[config.mk]
export PLATFORM = sky130hd
export DESIGN_NAME = psi_rx_flat
export DESIGN_NICKNAME = d
export VERILOG_FILES = /design/src/rtl/psi_pkg.sv /design/src/rtl/psi_if.sv /design/src/rtl/psi_rx.sv /design/src/flat_wrapper.sv
export VERILOG_INCLUDE_DIRS = /design/src /design/src/rtl
export SDC_FILE = /design/constraint.sdc
export NUM_CORES = 1
export LEC_CHECK = 0
export BUFFER_PORTS_ARGS = -buffer_cell sky130_fd_sc_hd__buf_2
export CAP_MARGIN = 20
export CORE_ASPECT_RATIO = 2
export CORE_MARGIN = 4
export CORE_UTILIZATION = 60
export CTS_CLUSTER_DIAMETER = 30
export DETAILED_ROUTE_END_ITERATION = 10
export PLACE_DENSITY_LB_ADDON = 0.3
export RECOVER_POWER = 100
export SLEW_MARGIN = 20
export SYNTH_ARGS = -nofsm -noshare
export SYNTH_HDL_FRONTEND = slang
export SYNTH_SLANG_ARGS = --single-unit
[constraint.sdc]
create_clock -name clk_sys_in -period 11.6 [get_ports clk_sys_in]
set_input_delay 2.32 -clock clk_sys_in [delete_from_list [all_inputs] [get_ports clk_sys_in]]
set_output_delay 2.32 -clock clk_sys_in [all_outputs]
set_load 0.005 [all_outputs]
[src/rtl/psi_consts.svh]
// Function
// [RULE1] three-bit code selects standard, left or right framing
// [RULE2] bit 5 set sends the right word first
// [RULE3] bits 4:3 give 64, 48 or 32 clocks
// [RULE4] bit 2 set sends least significant bit first
// [RULE5] bit 1 picks word select level of first word
// [RULE6] bit 0 swaps launch and capture clock edges
// [RULE7] source drives all three link lines continuously
`ifndef PSI_CONSTS_SVH
`define PSI_CONSTS_SVH
// =====================================================
// device register map
`define PSI_REG_FORMAT     8'h35
`define PSI_REG_TIMING     8'h36
`define PSI_RST_FORMAT     8'h01
`define PSI_RST_TIMING     8'h01
// =====================================================
// field positions
`define PSI_FMT_MSB        2
`define PSI_RIGHTFIRST_BIT 5
`define PSI_FSIZE_MSB      4
`define PSI_FSIZE_LSB      3
`define PSI_LSBFIRST_BIT   2
`define PSI_WSPOL_BIT      1
`define PSI_SCKPOL_BIT     0
// =====================================================
// frame size codes and word limits
`define PSI_FSIZE_64       2'h0
`define PSI_FSIZE_48       2'h1
`define PSI_FSIZE_32       2'h2
`define PSI_WORD_MAX       6'h18
// =====================================================
// controller apb map
`define PSI_APB_CFG        8'h00
`define PSI_APB_LEFT       8'h04
`define PSI_APB_RIGHT      8'h08
`define PSI_APB_STAT       8'h0c
`define PSI_CFG_EN_BIT     16
`endif

[src/rtl/psi_pkg.sv]
`default_nettype none
package psi_pkg;
   // word framing codes
   typedef enum logic [2:0] {
      PSI_FMT_I2S  = 3'b000,
      PSI_FMT_LJ   = 3'b001,
      PSI_FMT_RJ16 = 3'b100,
      PSI_FMT_RJ20 = 3'b101,
      PSI_FMT_RJ18 = 3'b110,
      PSI_FMT_RJ24 = 3'b111
   } psi_fmt_e;

   // geometry of one half frame
   typedef struct packed {
      logic [5:0] half;   // clocks per word select level
      logic [5:0] start;  // first data clock in the half
      logic [5:0] width;  // data bits per word
   } psi_geom_s;

   // shared by both ends so they frame alike
   function automatic psi_geom_s psi_geom(input logic [2:0] fmt,
                                          input logic [1:0] fs);
      psi_geom_s g;
      g.half  = (fs == 2'h1) ? 6'h18 : (fs == 2'h2) ? 6'h10 : 6'h20;
      g.start = 6'h00;
      case (fmt)
         3'b100: g.width = 6'h10;
         3'b101: g.width = 6'h14;
         3'b110: g.width = 6'h12;
         3'b111: g.width = 6'h18;
         default: g.width = (g.half > 6'h18) ? 6'h18 : g.half;
      endcase
      // a word longer than its half is cut to the half
      if (g.width > g.half) begin
         g.width = g.half;
      end
      if (fmt[2]) begin
         g.start = g.half - g.width;
      end else if (fmt[0] == 1'b0) begin
         g.start = 6'h01;
      end
      return g;
   endfunction : psi_geom
endpackage : psi_pkg
`default_nettype wire

[src/rtl/psi_if.sv]
`default_nettype none
interface psi_if;
   logic sck;  // serial clock
   logic ws;   // word select
   logic sd;   // serial_audio_in data
   modport src (output sck, output ws, output sd);
   modport dev (input sck, input ws, input sd);
endinterface : psi_if
`default_nettype wire

[src/rtl/psi_rx.sv]
// Implementation choice: a simple strobe port to the registers.
`include "psi_consts.svh"
`default_nettype none
module psi_rx
   import psi_pkg::*;
(
   // clock and reset
   input  wire logic        clk_sys_in,
   input  wire logic        rst_n_in,
   // serial link, receive only
   psi_if.dev               link,
   // control register port
   input  wire logic [7:0]  reg_addr_in,
   input  wire logic [7:0]  reg_wdata_in,
   input  wire logic        reg_wr_in,
   input  wire logic        reg_rd_in,
   output logic      [7:0]  reg_rdata_out,
   // decoded audio
   output logic      [23:0] left_out,
   output logic      [23:0] right_out,
   output logic             pair_valid_out,
   output logic             frame_err_out
);

   // =====================================================
   // configuration registers
   logic [7:0] fmt_q;   // word format register
   logic [7:0] tim_q;   // bit timing register

   // written one byte per strobe
   always_ff @(posedge clk_sys_in or negedge rst_n_in) begin
      if (!rst_n_in) begin
         fmt_q <= `PSI_RST_FORMAT;
         tim_q <= `PSI_RST_TIMING;
      end else if (reg_wr_in) begin
         // unmapped writes are dropped
         if (reg_addr_in == `PSI_REG_FORMAT) begin
            fmt_q <= reg_wdata_in;
         end else if (reg_addr_in == `PSI_REG_TIMING) begin
            tim_q <= reg_wdata_in;
         end
      end
   end

   // read data registered, one cycle after strobe
   always_ff @(posedge clk_sys_in or negedge rst_n_in) begin
      if (!rst_n_in) begin
         reg_rdata_out <= 8'h00;
      end else if (reg_rd_in) begin
         case (reg_addr_in)
            `PSI_REG_FORMAT: reg_rdata_out <= fmt_q;
            `PSI_REG_TIMING: reg_rdata_out <= tim_q;
            default:         reg_rdata_out <= 8'h00;  // unmapped
         endcase
      end
   end

   // =====================================================
   // decoded settings
   psi_geom_s  geom;        // half length, start, width
   logic       right_first; // right word leads the pair
   logic       lsb_first;   // bit order
   logic       ws_pol;      // level of the first word
   logic       sck_pol;     // capture edge select

   assign geom        = psi_geom(fmt_q[`PSI_FMT_MSB:0],
                                 tim_q[`PSI_FSIZE_MSB:`PSI_FSIZE_LSB]); // RULE1 RULE3
   assign right_first = tim_q[`PSI_RIGHTFIRST_BIT];
   assign lsb_first   = tim_q[`PSI_LSBFIRST_BIT];
   assign ws_pol      = tim_q[`PSI_WSPOL_BIT];
   assign sck_pol     = tim_q[`PSI_SCKPOL_BIT];

   // =====================================================
   // pin synchronisers
   logic [2:0] pins;          // sd, ws, sck
   logic [2:0] sync_q [3];    // three stages per pin
   logic [2:0] filt_q;        // accepted pin levels

   assign pins = {link.sd, link.ws, link.sck};

   // per pin: a change counts once stages two and three agree
   for (genvar p = 0; p < 3; p++) begin : g_sync
      always_ff @(posedge clk_sys_in or negedge rst_n_in) begin
         if (!rst_n_in) begin
            sync_q[p] <= 3'h0;
            filt_q[p] <= 1'b0;
         end else begin
            sync_q[p] <= {sync_q[p][1:0], pins[p]};
            if (sync_q[p][1] == sync_q[p][2]) begin
               filt_q[p] <= sync_q[p][2];
            end
         end
      end
   end

   // =====================================================
   // capture edge detection
   logic sck_last_q;  // previous accepted clock level
   logic cap;         // one cycle at the capture edge

   always_ff @(posedge clk_sys_in or negedge rst_n_in) begin
      if (!rst_n_in) begin
         sck_last_q <= 1'b0;
      end else begin
         sck_last_q <= filt_q[0];
      end
   end

   // falling edge by default, rising when swapped
   assign cap = sck_pol ? (filt_q[0] & ~sck_last_q)
                        : (~filt_q[0] & sck_last_q); // RULE6

   // =====================================================
   // bit position tracking
   logic       ws_last_q;  // word select at last capture
   logic [5:0] idx_q;      // clock index in current half
   logic       armed_q;    // a word select change has been seen
   logic       ws_chg;     // word select moved
   logic [5:0] idx_n;      // index of this capture

   assign ws_chg = filt_q[1] != ws_last_q;
   assign idx_n  = ws_chg ? 6'h00 : idx_q + 6'h01;

   // index restarts on every word select change
   always_ff @(posedge clk_sys_in or negedge rst_n_in) begin
      if (!rst_n_in) begin
         ws_last_q <= 1'b0;
         idx_q     <= 6'h00;
      end else if (cap) begin
         ws_last_q <= filt_q[1];
         idx_q     <= idx_n;
      end
   end

   // half length check; the first half after reset is partial
   always_ff @(posedge clk_sys_in or negedge rst_n_in) begin
      if (!rst_n_in) begin
         armed_q       <= 1'b0;
         frame_err_out <= 1'b0;
      end else if (cap && ws_chg) begin
         armed_q <= 1'b1;
         if (armed_q) begin
            frame_err_out <= (idx_q + 6'h01) != geom.half; // RULE3 RULE7
         end
      end
   end

   // =====================================================
   // word assembly
   logic        act_q;    // inside a word
   logic [4:0]  n_q;      // bits taken so far
   logic        slot_q;   // word select level of the word
   logic [23:0] sh_q;     // assembly register
   logic        begin_w;  // first bit of a word
   logic        take;     // this capture holds a data bit
   logic [4:0]  bitpos;   // bit number within the word
   logic [23:0] sh_d;     // assembly next value
   logic        done;     // last bit of the word
   logic        slot;     // level of the word just done

   // a word may run past the change in standard mode
   assign begin_w = idx_n == geom.start;
   assign take    = act_q | begin_w;
   assign bitpos  = begin_w ? 5'h00 : n_q;
   assign done    = take && ({1'b0, bitpos} + 6'h01 == geom.width);
   assign slot    = begin_w ? filt_q[1] : slot_q;

   // shift in msb first, or place bit by number lsb first
   always_comb begin
      sh_d = sh_q;
      if (begin_w) begin
         sh_d = {23'h000000, filt_q[2]};
      end else if (lsb_first) begin
         sh_d[bitpos] = filt_q[2]; // RULE4
      end else begin
         sh_d = {sh_q[22:0], filt_q[2]}; // RULE4
      end
   end

   // bit counting per word
   always_ff @(posedge clk_sys_in or negedge rst_n_in) begin
      if (!rst_n_in) begin
         act_q  <= 1'b0;
         n_q    <= 5'h00;
         slot_q <= 1'b0;
         sh_q   <= 24'h000000;
      end else if (cap && take) begin
         sh_q   <= sh_d;
         slot_q <= slot;
         n_q    <= bitpos + 5'h01;
         act_q  <= !done;
      end
   end

   // =====================================================
   // pairing of words
   logic [23:0] hold_q;  // first word of the pair
   logic        first;   // finished word leads the pair

   assign first = slot == ws_pol; // RULE5

   // output only once the second word completes the pair
   always_ff @(posedge clk_sys_in or negedge rst_n_in) begin
      if (!rst_n_in) begin
         hold_q         <= 24'h000000;
         left_out       <= 24'h000000;
         right_out      <= 24'h000000;
         pair_valid_out <= 1'b0;
      end else begin
         pair_valid_out <= 1'b0;
         if (cap && done) begin
            if (first) begin
               hold_q <= sh_d;
            end else begin
               pair_valid_out <= 1'b1;
               if (right_first) begin
                  right_out <= hold_q; // RULE2
                  left_out  <= sh_d;
               end else begin
                  left_out  <= hold_q; // RULE2
                  right_out <= sh_d;
               end
            end
         end
      end
   end

endmodule : psi_rx
`default_nettype wire

[src/flat_wrapper.sv]
// flat-port wrapper written by rule: the top's interface ports become plain ports
module psi_rx_flat import psi_pkg::*;
  (clk_sys_in, rst_n_in, reg_addr_in, reg_wdata_in, reg_wr_in, reg_rd_in, reg_rdata_out, left_out, right_out, pair_valid_out, frame_err_out, link_sck, link_ws, link_sd);
  psi_if link_i ();
  input  wire logic clk_sys_in;
  input  wire logic rst_n_in;
  input  wire logic [7:0] reg_addr_in;
  input  wire logic [7:0] reg_wdata_in;
  input  wire logic reg_wr_in;
  input  wire logic reg_rd_in;
  output logic      [7:0] reg_rdata_out;
  output logic      [23:0] left_out;
  output logic      [23:0] right_out;
  output logic pair_valid_out;
  output logic frame_err_out;
  input wire logic [$bits(link_i.sck)-1:0] link_sck;
  input wire logic [$bits(link_i.ws)-1:0] link_ws;
  input wire logic [$bits(link_i.sd)-1:0] link_sd;
  assign link_i.sck = link_sck;
  assign link_i.ws = link_ws;
  assign link_i.sd = link_sd;
  psi_rx u_core (.clk_sys_in(clk_sys_in), .rst_n_in(rst_n_in), .link(link_i), .reg_addr_in(reg_addr_in), .reg_wdata_in(reg_wdata_in), .reg_wr_in(reg_wr_in), .reg_rd_in(reg_rd_in), .reg_rdata_out(reg_rdata_out), .left_out(left_out), .right_out(right_out), .pair_valid_out(pair_valid_out), .frame_err_out(frame_err_out));
endmodule
==> results by group, run 1 <==
Status
  – Status: finished with violations
  – Failing checks: max-capacitance violations, max-slew violations

Finish
  – Share of cells above drive strength 1: 15.9%
  – Design Area, Final: 8700 um^2
  – NumNets Final: 841
  – Ant. Diodes: 0
  – Non-Filler Instances: around 1,000
  – Post-route core utilization: between 60% and 70%
  – Fill count: 988
  – P&R area growth vs syn: 10.9%

Clocking
  – Root Buffer: clkbuf_16
  – Clock transition at path regs: 0.07 ns
  – H-Tree Depth: 4
  – CTS tree: yes
  – Post-cts resize count: 0
  – Worst-Skew Late Latency: 0.43 ns
  – Clock Tree Buf Depth: 2
  – CTS buffer count: 17
  – Number of post-CTS setup repair buffers: 0
  – # clock sinks: 150
  – Hold Buf Count CTS: 0

Synth
  – Syn nets: 788
  – Post-Syn Area: 7840 um^2
  – Register area share after synthesis: 47.9%
  – Yosys cell types: 70
  – Cells after Synth: 756
  – Yosys warns: 0
  – Leading post-synthesis cells by cell area: dfrtp_1 47%, mux2_1 6.6%, mux2_2 5.6%
  – Synth cell count leaders: 148 x dfrtp_1, 83 x nand2_1, 56 x o21ai_0
  – Syn_area_per_cell: 10.4 um^2
  – Yosys reg bits: 150
  – Ys async rst share: 100%
  – Count leader, synth: dfrtp_1
  – Share of the synthesized area in the top cell type: 47.2%
  – Synth area leader: dfrtp_1
  – EDFF count, synth: 0
  – Most used DFF post-synth: dfrtp_1

Pwr
  – Sw power: 605 uW
  – Maximum vdd drop: around 0.13 mV
  – Sw frac: 37.2%
  – Sequential power share: roughly 40%
  – Comb pwr share: approximately 28%
  – Internal: a little over 1000 uW
  – Clock Power Share: 32.1%
  – Power per Cell Area: 187 nW/um^2
  – Lkg Pwr: a little under 0.004 uW

GRT
  – GRT Util Overall: ~26%
  – Global route hottest layer: met2
  – Global-route wire length before repair: around 30,000 um
  – Initial antenna violation count: 0
  – Largest net degree at the start of global routing: 110
  – M2 GR Usage: 44.6%
  – Vias in the first global route: about 6,200
  – Routing usage on met1: 27.7%
  – Met3 Use GR: 4.91%
  – GRT overflow: 0

STA
  – Tmin final: around 8.0 ns
  – Max_slew headroom: -272%
  – RSZ-0062 raised after global routing: false
  – Slew Limit Fails: 221
  – Max Fclk: 126 MHz
  – Period utilization: between 60% and 70%
  – Setup Skew: between 0.01 and 0.015 ns
  – Sum Neg Setup Slack: 0 ns
  – Final hold vios: 0
  – Slew @ Worst Pin: 5.58 ns
  – Final setup fails: 0

Placement
  – Placed cell areas: 8230 um^2
  – DP Cell Count: 940
  – # port buffers: 80
  – Gp weighted congestion: 0.918
  – Post-detail-place hpwl: ~13,000 um

Run
  – Max Cap Viol: 4

Worst setup path
  – CP dominant cell by count: clkbuf_1
  – CP max stage cell: clkbuf_1
  – Delay-heaviest family, CP: buffers and inverters
  – Worst-path cell chain: clkbuf_1 > clkbuf_1
  – Worst path max stage delay: approximately 3.8 ns
  – Critical Path Start Type: primary input
  – Crit path DAT: about 8 ns
  – Req. time, crit path: 11.55 ns
  – Crit-path max FO: about 110
  – Setup CP Type: in -> async
  – CP endpoint kind: asynchronous set/reset pin
  – WP buf/inv: 2

Detailed routing
  – Antenna Nets Post-Route: 0
  – DR pass1 iterations: 6
  – Initial DRC Count: 339
  – Post-Route WL: 18,500 um
  – DR vias/cell: 6.33
  – WL per Instance: 19.0 um
  – DRC viols: 0
  – Vias: about 6,200

Hold path
  – Worst hold path type: reg -> reg

Floorplanning
  – Core area: about 13,000 um^2
  – Die Wd: just under 90 um
  – I/O pins: 81
  – FP Rows: 58
  – Initial Utilization: 61.7%
  – DIE HEIGHT: roughly 170 um
  – DIE AREA: approximately 15,000 um^2
[per-stage QoR]
stage | hold WS (ns) | power (uW) | setup WS [ns]
after CTS | 0.352 | 1630 | 4.38
after detailed placement | 0.335 | 1110 | 4.39
final | 0.344 | 1620 | 3.64
after global placement | 0.334 | 1090 | 4.83
after global routing | 0.353 | 1710 | 2.27
after floorplan | 0.331 | 977 | 6.21
[cell usage in the layout (no fill, tap or decap), drive strengths merged, types with 5 or more instances in the layout]
cell	n
dfrtp	148
mux2	85
nand2	83
o21ai	57
clkbuf	56
buf	47
nor2	42
mux2i	31
a21oi	30
inv	30
nor3	17
nand3	16
a31oi	14
o211ai	13
or3	11
o41ai	9
xnor2	9
ha	9
a22oi	8
nand2b	8
o31ai	8
nor2b	6
a31o	5
[cells by family after synthesis]
| family | Yosys count | share of synthesized area, % |
|---|---|---|
| buf+inv | 75 | 4.47 |
| flops | 150 | 47.9 |
| compound gates | 184 | 15.4 |
| xor+xnor | 12 | 1.44 |
| fa+ha+maj | 12 | 1.82 |
| mux | 116 | 16.2 |
| simple gates | 207 | 12.8 |
[path summary, 6_finish.rpt]
| check | from | to | slack, ns | cells after the start |
|---|---|---|---|---|
| worst max-delay path | rst_n_in | u_core.tim_q[5] | 3.64 | 2 |
| worst min-delay path | u_core.sync_q[0] | u_core.sync_q[1] | 0.34 | 0 |
| worst max register to register | u_core.fmt_q[2] | u_core.sh_q[10] | 3.67 | 15 |
| worst min register to register | u_core.sync_q[0] | u_core.sync_q[1] | 0.34 | 0 |
| max in group clk_sys_in | u_core.fmt_q[2] | u_core.sh_q[10] | 3.67 | 15 |
| min in group asynchronous | rst_n_in | u_core.sync_q[8] | 3.93 | 1 |
[power groups by stage]
| stage | logic [uW] | clock network (uW) | registers, uW |
|---|---|---|---|
| after floorplan | 348 | 0 | 629 |
| after global placement | 428 | 0 | 657 |
| after detailed placement | 449 | 0 | 661 |
| after CTS | 451 | 528 | 652 |
| after global routing | 495 | 551 | 661 |
| final | 448 | 522 | 655 |
[state kept, by name, summed over array words and instances, names as in the netlist]
name / flops
u_core.act_q: 1
u_core.armed_q: 1
u_core.filt_q: 3
u_core.fmt_q: 8
u_core.frame_err_out: 1
u_core.hold_q: 24
u_core.idx_q: 6
u_core.left_out: 24
u_core.n_q: 5
u_core.pair_valid_out: 1
u_core.reg_rdata_out: 8
u_core.right_out: 24
u_core.sck_last_q: 1
u_core.sh_q: 24
u_core.slot_q: 1
u_core.sync_q: 9
u_core.tim_q: 8
u_core.ws_last_q: 1
[layout make-up]
type / instances / area [um^2] / share of cell area, %
clock inverters: 14 / 119 / 1.37
inverters: 24 / 90.1 / 1.04
clock buffers: 18 / 439 / 5.05
multi-input cells: 531 / 3720 / 42.8
flip-flops and latches: 150 / 3760 / 43.2
well taps: 150 / 188 / 2.16
repair buffers: 85 / 384 / 4.42
[layer usage]
metal | part of all wire [%] | wire [um]
met4 | 5.6 | 1040
met1 | 35 | 6540
met3 | 5.2 | 962
met2 | 54 | 9920
met5 | 0 | 0
(Power assumes the default switching activity.)
==> run 2: changes to the inputs <==
ABC_AREA = 1   (was default)
CORE_UTILIZATION = 54   (was 60)
clock period = 6.9 ns   (was 11.6 ns; I/O delays follow)
==> run 2 against run 1 <==
  * The run still ends with max-capacitance violations, max-slew violations left
  * Critical path depth grew 26
  * Core utilization is 7.1 points lower
  * Sequential share of layout area decreased by 0.33 points
  * Combinational power fell by 8.3%
  * Hold slack improved by 0.0026 ns
  * Sequential power increased by 50%
  * Synthesized cell count up 38%
  * Global-route usage shrank 2.6 points
  * Via count grew 11%
  * Cell count increased by 34%
  * First-iteration DRC count is 11% higher
  * Non-clock buffer count increased by 5
  * Critical endpoint is now u_core.right_out[17]
==> results by group, run 2 <==
GRT
  – Largest net degree at the start of global routing: 78
  – Vias in the first global route: 6,614
  – GRT Util Overall: 23.2%
  – Initial antenna violation count: 0
  – Global-route wire length before repair: a little over 30,000 um
  – GRT overflow: 0

Synth
  – Post-Synth XOR/XNOR Area: less than 1%
  – Syn_area_per_cell: 7.51 um^2
  – Yosys reg bits: 150
  – Cells after Synth: roughly 1,000
  – Count leader, synth: nand2_1
  – Synth cell count leaders: 469 x nand2_1, 148 x dfrtp_1, 106 x nand3_1
  – Post-synthesis mux area share: ~1.2%
  – Yosys cell types: 42
  – Synth area leader: dfrtp_1
  – Post-Syn Area: about 7800 um^2
  – Most used DFF post-synth: dfrtp_1
  – Synth Area in Adders: 1.82%
  – Synth Area in Simple Gates: a little over a third
  – Syn nets: 1,073
  – Largest family of logic cells by synthesized area: simple AND/OR/NAND/NOR gates
  – Yosys warns: 0
  – Compound-Gate Fraction of Synth Area: 7.11%
  – Share of the synthesized area in the top cell type: 47.4%
  – Leading post-synthesis cells by cell area: dfrtp_1 47%, nand2_1 23%, nand3_1 6.8%
  – EDFF count, synth: 0
  – Ys async rst share: 100%
  – Register area share after synthesis: 48.0%

Finish
  – Post-route core utilization: 61.4%
  – NumNets Final: 1,126
  – Design Area, Final: 8760 um^2
  – Commonest non-fill, non-tap cells in the layout: 469 x nand2_1, 148 x dfrtp_1, 106 x nand3_1, 63 x o21ai_0, 53 x inv_1
  – P&R area growth vs syn: 12.1%
  – Share of cells above drive strength 1: between 10% and 20%
  – Commonest non-fill, non-tap cell in the layout: nand2_1
  – Ant. Diodes: 0

Placement
  – # port buffers: 80
  – Placed cell areas: 8260 um^2
  – Post-detail-place hpwl: 12,200 um
  – Gp weighted congestion: between 0.8 and 0.9

Floorplanning
  – FP Rows: 62
  – DIE AREA: 16,600 um^2
  – Core area: 14,300 um^2
  – I/O pins: 81
  – DIE HEIGHT: 178 um
  – Initial Utilization: 54.8%
  – Die Wd: ~93 um

STA
  – Sum Neg Setup Slack: 0 ns
  – RSZ-0062 raised after global routing: false
  – Setup Skew: 0.00791 ns
  – Max Fclk: roughly 170 MHz
  – Final setup fails: 0
  – Max_slew headroom: -175%
  – Period utilization: 85.2%
  – Slew @ Worst Pin: 4.13 ns
  – Tmin final: 5.88 ns
  – Slew Limit Fails: ~120
  – Final hold vios: 0

Detailed routing
  – Wire length on met3: 611 um
  – DRC viols: 0
  – Vias: 6,847
  – DR vias/cell: ~5.3
  – Initial DRC Count: 375
  – Routed length on met2: 9480 um
  – Met1 WL: 7460 um
  – WL per Instance: approximately 14 um
  – DR pass1 iterations: 6
  – Antenna Nets Post-Route: 0
  – Post-Route WL: 18,000 um
  – Top Layer Used: met4

Worst setup path
  – CP max stage cell: inv_2
  – Crit-path max FO: 51
  – FF-to-FF Start: u_core.fmt_q[0]
  – Req. time, crit path: 7.25 ns
  – Worst path max stage delay: around 0.60 ns
  – Setup CP Type: reg -> reg
  – CP startpoint: u_core.fmt_q[0]
  – CP endpoint kind: flop
  – Critical Path Start Type: flop
  – CP dominant cell by count: nand2_1
  – Crit path DAT: 6.23 ns

Hold path
  – Worst hold path type: reg -> reg
  – Min-delay src: u_core.sync_q[3]

Clocking
  – Worst-Skew Late Latency: 0.42 ns
  – Post-cts resize count: 0
  – Clock Tree Buf Depth: 2
  – Hold Buf Count CTS: 0
  – H-Tree Depth: 4
  – Clock transition at path regs: 0.06 ns
  – CTS buffer count: 17
  – Root Buffer: clkbuf_16
  – CTS tree: yes
  – Number of post-CTS setup repair buffers: 0
  – # clock sinks: 150

Pwr
  – Lkg Pwr: 0.00462 uW
  – Maximum vdd drop: 0.201 mV
  – Power per Cell Area: between 200 and 300 nW/um^2

Run
  – Max Cap Viol: 2

Status
  – Failing checks: max-capacitance violations, max-slew violations
  – Status: finished with violations
run 2: final cells by class:
type	instances	area, um^2
Inverter	60	228
Clock inverter	11	126
Timing Repair Buffer	90	429
Fill cell	1362	5510
Sequential cell	150	3760
Multi-Input combinational cell	775	3530
Clock buffer	20	447
Tap cell	192	240
run 2: logic make-up (layout without fill, tap and decap cells):
logic type               Yosys count  after routing
flip-flops                       150            150
adder cells (fa/ha/maj)           12             12
multiplexers                       8              8
buffers and inverters            116            181
AND/OR/NAND/NOR                  648            648
XOR/XNOR                           5              5
AO/OA/AOI/OAI                    102            102
run 2: stage by stage:
stage	worst slack, ns	hold WS, ns	cells	total power (uW)
6_report	1.02	0.347	1298	2300
5_1_grt	0.384	0.356	1298	2420
4_1_cts	1.10	0.348	1298	2320
3_5_place_dp	1.19	0.335	1267	1410
3_3_place_gp	1.45	0.334	1267	1400
2_1_floorplan	2.20	0.331	1041	1290
run 2: power breakdown:
part           switching [uW]  internal (uW)
registers                55.1            926
clock network             364            540
logic                     283            127
total                     703           1590
run 2: layer usage:
metal,vias up,track usage [%]
li1,3435,-
met5,-,0
met1,3250,27.3
met2,132,41.5
met4,0,9.42
met3,30,3.80
run 2: worst paths after layout:
check                                                to  slack [ns]  cells after the start
worst max-delay path               u_core.right_out[17]        1.02                     28
min in group asynchronous       u_core.reg_rdata_out[7]        2.40                      1
worst max register to register     u_core.right_out[17]        1.02                     28
max in group asynchronous          u_core.right_out[18]        1.96                      2
worst min register to register         u_core.sync_q[4]        0.35                      0
worst min-delay path                   u_core.sync_q[4]        0.35                      0
run 2: critical path: cells and delay by family, from the launching register on:
kind                       cells  cell delay (ns)
DFF                            1             0.59
AOI/OAI and AO/OA              3             0.53
buffers and inverters          5             1.09
xor gates and xnor gates       1             0.17
and+or+nand+nor               16             2.51
adders and majority gates      3             0.90
==> run 3: changes to the inputs <==
==> constraint.sdc (replaced) <==
create_clock -name clk_sys_in -period 6.9 [get_ports clk_sys_in]
set_input_delay 1.38 -clock clk_sys_in [delete_from_list [all_inputs] [get_ports clk_sys_in]]
set_output_delay 1.38 -clock clk_sys_in [all_outputs]
set_load 0.05 [all_outputs]
==> run 3 against run 2 <==
  * The run still ends with max-capacitance violations, max-slew violations left
  * Power rose by 0.66%
  * Sequential share of layout area is 0.18 points higher
  * Maximum frequency about the same
  * Global-route usage is the same
  * Register-to-register slack is essentially flat
  * Critical path type unchanged
  * Critical endpoint unchanged
  * Highest routed layer unchanged
==> results by group, run 3 (synthesized netlist as in run 2, its figures left out) <==
STA
  – Final setup fails: 0
  – Tmin final: a little under 6 ns
  – Final hold vios: 0
  – Max Fclk: roughly 170 MHz
  – Period utilization: 85.2%
  – Setup Skew: 0.00767 ns
  – Max_slew headroom: -175%
  – RSZ-0062 raised after global routing: false
  – Slew Limit Fails: between 100 and 150
  – Slew @ Worst Pin: 4.12 ns
  – Sum Neg Setup Slack: 0 ns
  – Final setup margin: 1.02 ns

Clocking
  – Number of post-CTS setup repair buffers: 0
  – Post-cts resize count: 0
  – Clock Tree Buf Depth: 2
  – CTS tree: yes
  – Hold Buf Count CTS: 0
  – CTS buffer count: 17
  – Worst-Skew Late Latency: 0.42 ns
  – Clock transition at path regs: 0.06 ns
  – H-Tree Depth: 4
  – Root Buffer: clkbuf_16
  – # clock sinks: 150

Finish
  – Ant. Diodes: 0
  – NumNets Final: 1,126
  – Commonest non-fill, non-tap cells in the layout: 469 x nand2_1, 148 x dfrtp_1, 106 x nand3_1, 63 x o21ai_0, 63 x clkbuf_1
  – P&R area growth vs syn: 11.6%
  – Non-Filler Instances: 1,298
  – Design Area, Final: 8720 um^2
  – Share of cells above drive strength 1: 8.32%
  – Commonest non-fill, non-tap cell in the layout: nand2_1

GRT
  – GRT overflow: 0
  – Global-route wire length before repair: 30,800 um
  – Largest net degree at the start of global routing: 78
  – Vias in the first global route: around 6,600
  – Initial antenna violation count: 0
  – GRT Util Overall: 23.2%

Detailed routing
  – DRC viols: 0
  – Antenna Nets Post-Route: 0
  – Initial DRC Count: 393
  – Vias: 6,827
  – DR vias/cell: between 5 and 6
  – DR pass1 iterations: 6
  – WL per Instance: roughly 14 um
  – Post-Route WL: 18,000 um

Floorplanning
  – Core area: 14,300 um^2
  – FP Rows: 62
  – DIE AREA: 16,600 um^2
  – DIE HEIGHT: 178 um
  – I/O pins: 81
  – Die Wd: 93.1 um
  – Initial Utilization: about 55%

Worst setup path
  – Crit-path max FO: 51
  – CP dominant cell by count: nand2_1
  – CP endpoint kind: flop
  – Req. time, crit path: 7.25 ns
  – Critical Path Start Type: flop
  – Worst path max stage delay: 0.61 ns
  – Crit path depth: 28
  – Setup CP Type: reg -> reg
  – Delay-heaviest family, CP: simple AND/OR/NAND/NOR gates
  – WP buf/inv: 5
  – CP max stage cell: inv_2
  – FF-to-FF path depth: 28
  – Crit path DAT: 6.23 ns

Pwr
  – Design Power: 2310 uW
  – Power per Cell Area: about 260 nW/um^2
  – Maximum vdd drop: 0.201 mV
  – Lkg Pwr: 0.00449 uW

Placement
  – Placed cell areas: slightly above 8000 um^2
  – Post-detail-place hpwl: between 10,000 and 15,000 um
  – DP Cell Count: 1,267
  – Dpl ws: about 1.2 ns
  – Gp weighted congestion: 0.874
  – # port buffers: 80

Hold path
  – Hold Crit Depth: 0
  – Worst hold path type: reg -> reg

Status
  – Failing checks: max-capacitance violations, max-slew violations
  – Status: finished with violations

Run
  – Max Cap Viol: 2
run 3: cell count changes in the layout (fill, tap and decap cells not counted):
cell	change
clkbuf_1	+31
buf_2	-30
buf_1	-1
run 3: worst register-to-register path: cells and delay by family, from the launching register on:
family | cells | cell delay, ns
DFF | 1 | 0.59
xor gates and xnor gates | 1 | 0.17
and+or+nand+nor | 16 | 2.51
buffers and inverters | 5 | 1.11
AOI/OAI and AO/OA | 3 | 0.53
adders and majority gates | 3 | 0.90
run 3: power breakdown:
| group | switching, uW | leakage, uW | internal (uW) |
|---|---|---|---|
| clock | 364 | 0.000268 | 540 |
| combinational | 299 | 0.00224 | 127 |
| sequential | 55.2 | 0.00199 | 926 |
run 3: path summary, 6_finish.rpt:
check                                  from                       to  slack [ns]
min                        u_core.sync_q[3]         u_core.sync_q[4]        0.35
max reg2reg                 u_core.fmt_q[0]     u_core.right_out[17]        1.02
min reg2reg                u_core.sync_q[3]         u_core.sync_q[4]        0.35
min in group asynchronous          rst_n_in  u_core.reg_rdata_out[7]        2.40
max in group asynchronous          rst_n_in     u_core.right_out[18]        1.96
max                         u_core.fmt_q[0]     u_core.right_out[17]        1.02
run 3: through the flow:
stage	utilization (%)	hold slack, ns
finish	61.1	0.347
global route	61.1	0.356
CTS	61.9	0.348
detailed placement	57.9	0.335
global placement	57.9	0.334
floorplan	-	0.331
run 3: cell type report:
| cell class | count | area [um^2] |
|---|---|---|
| fillers | 1373 | 5550 |
| flip-flops and latches | 150 | 3760 |
| multi-input cells | 775 | 3530 |
| clock buffers | 20 | 447 |
| repair buffers | 90 | 392 |
| well taps | 192 | 240 |
| inverters | 60 | 228 |
| clock inverters | 11 | 126 |
run 3: metal layers:
layer	vias up	share of wire [%]	global-route usage (%)
met5	-	0	0
met4	0	2.6	9.42
met3	30	3.4	3.80
met2	133	53	41.5
met1	3229	41	27.3
li1	3435	-	-
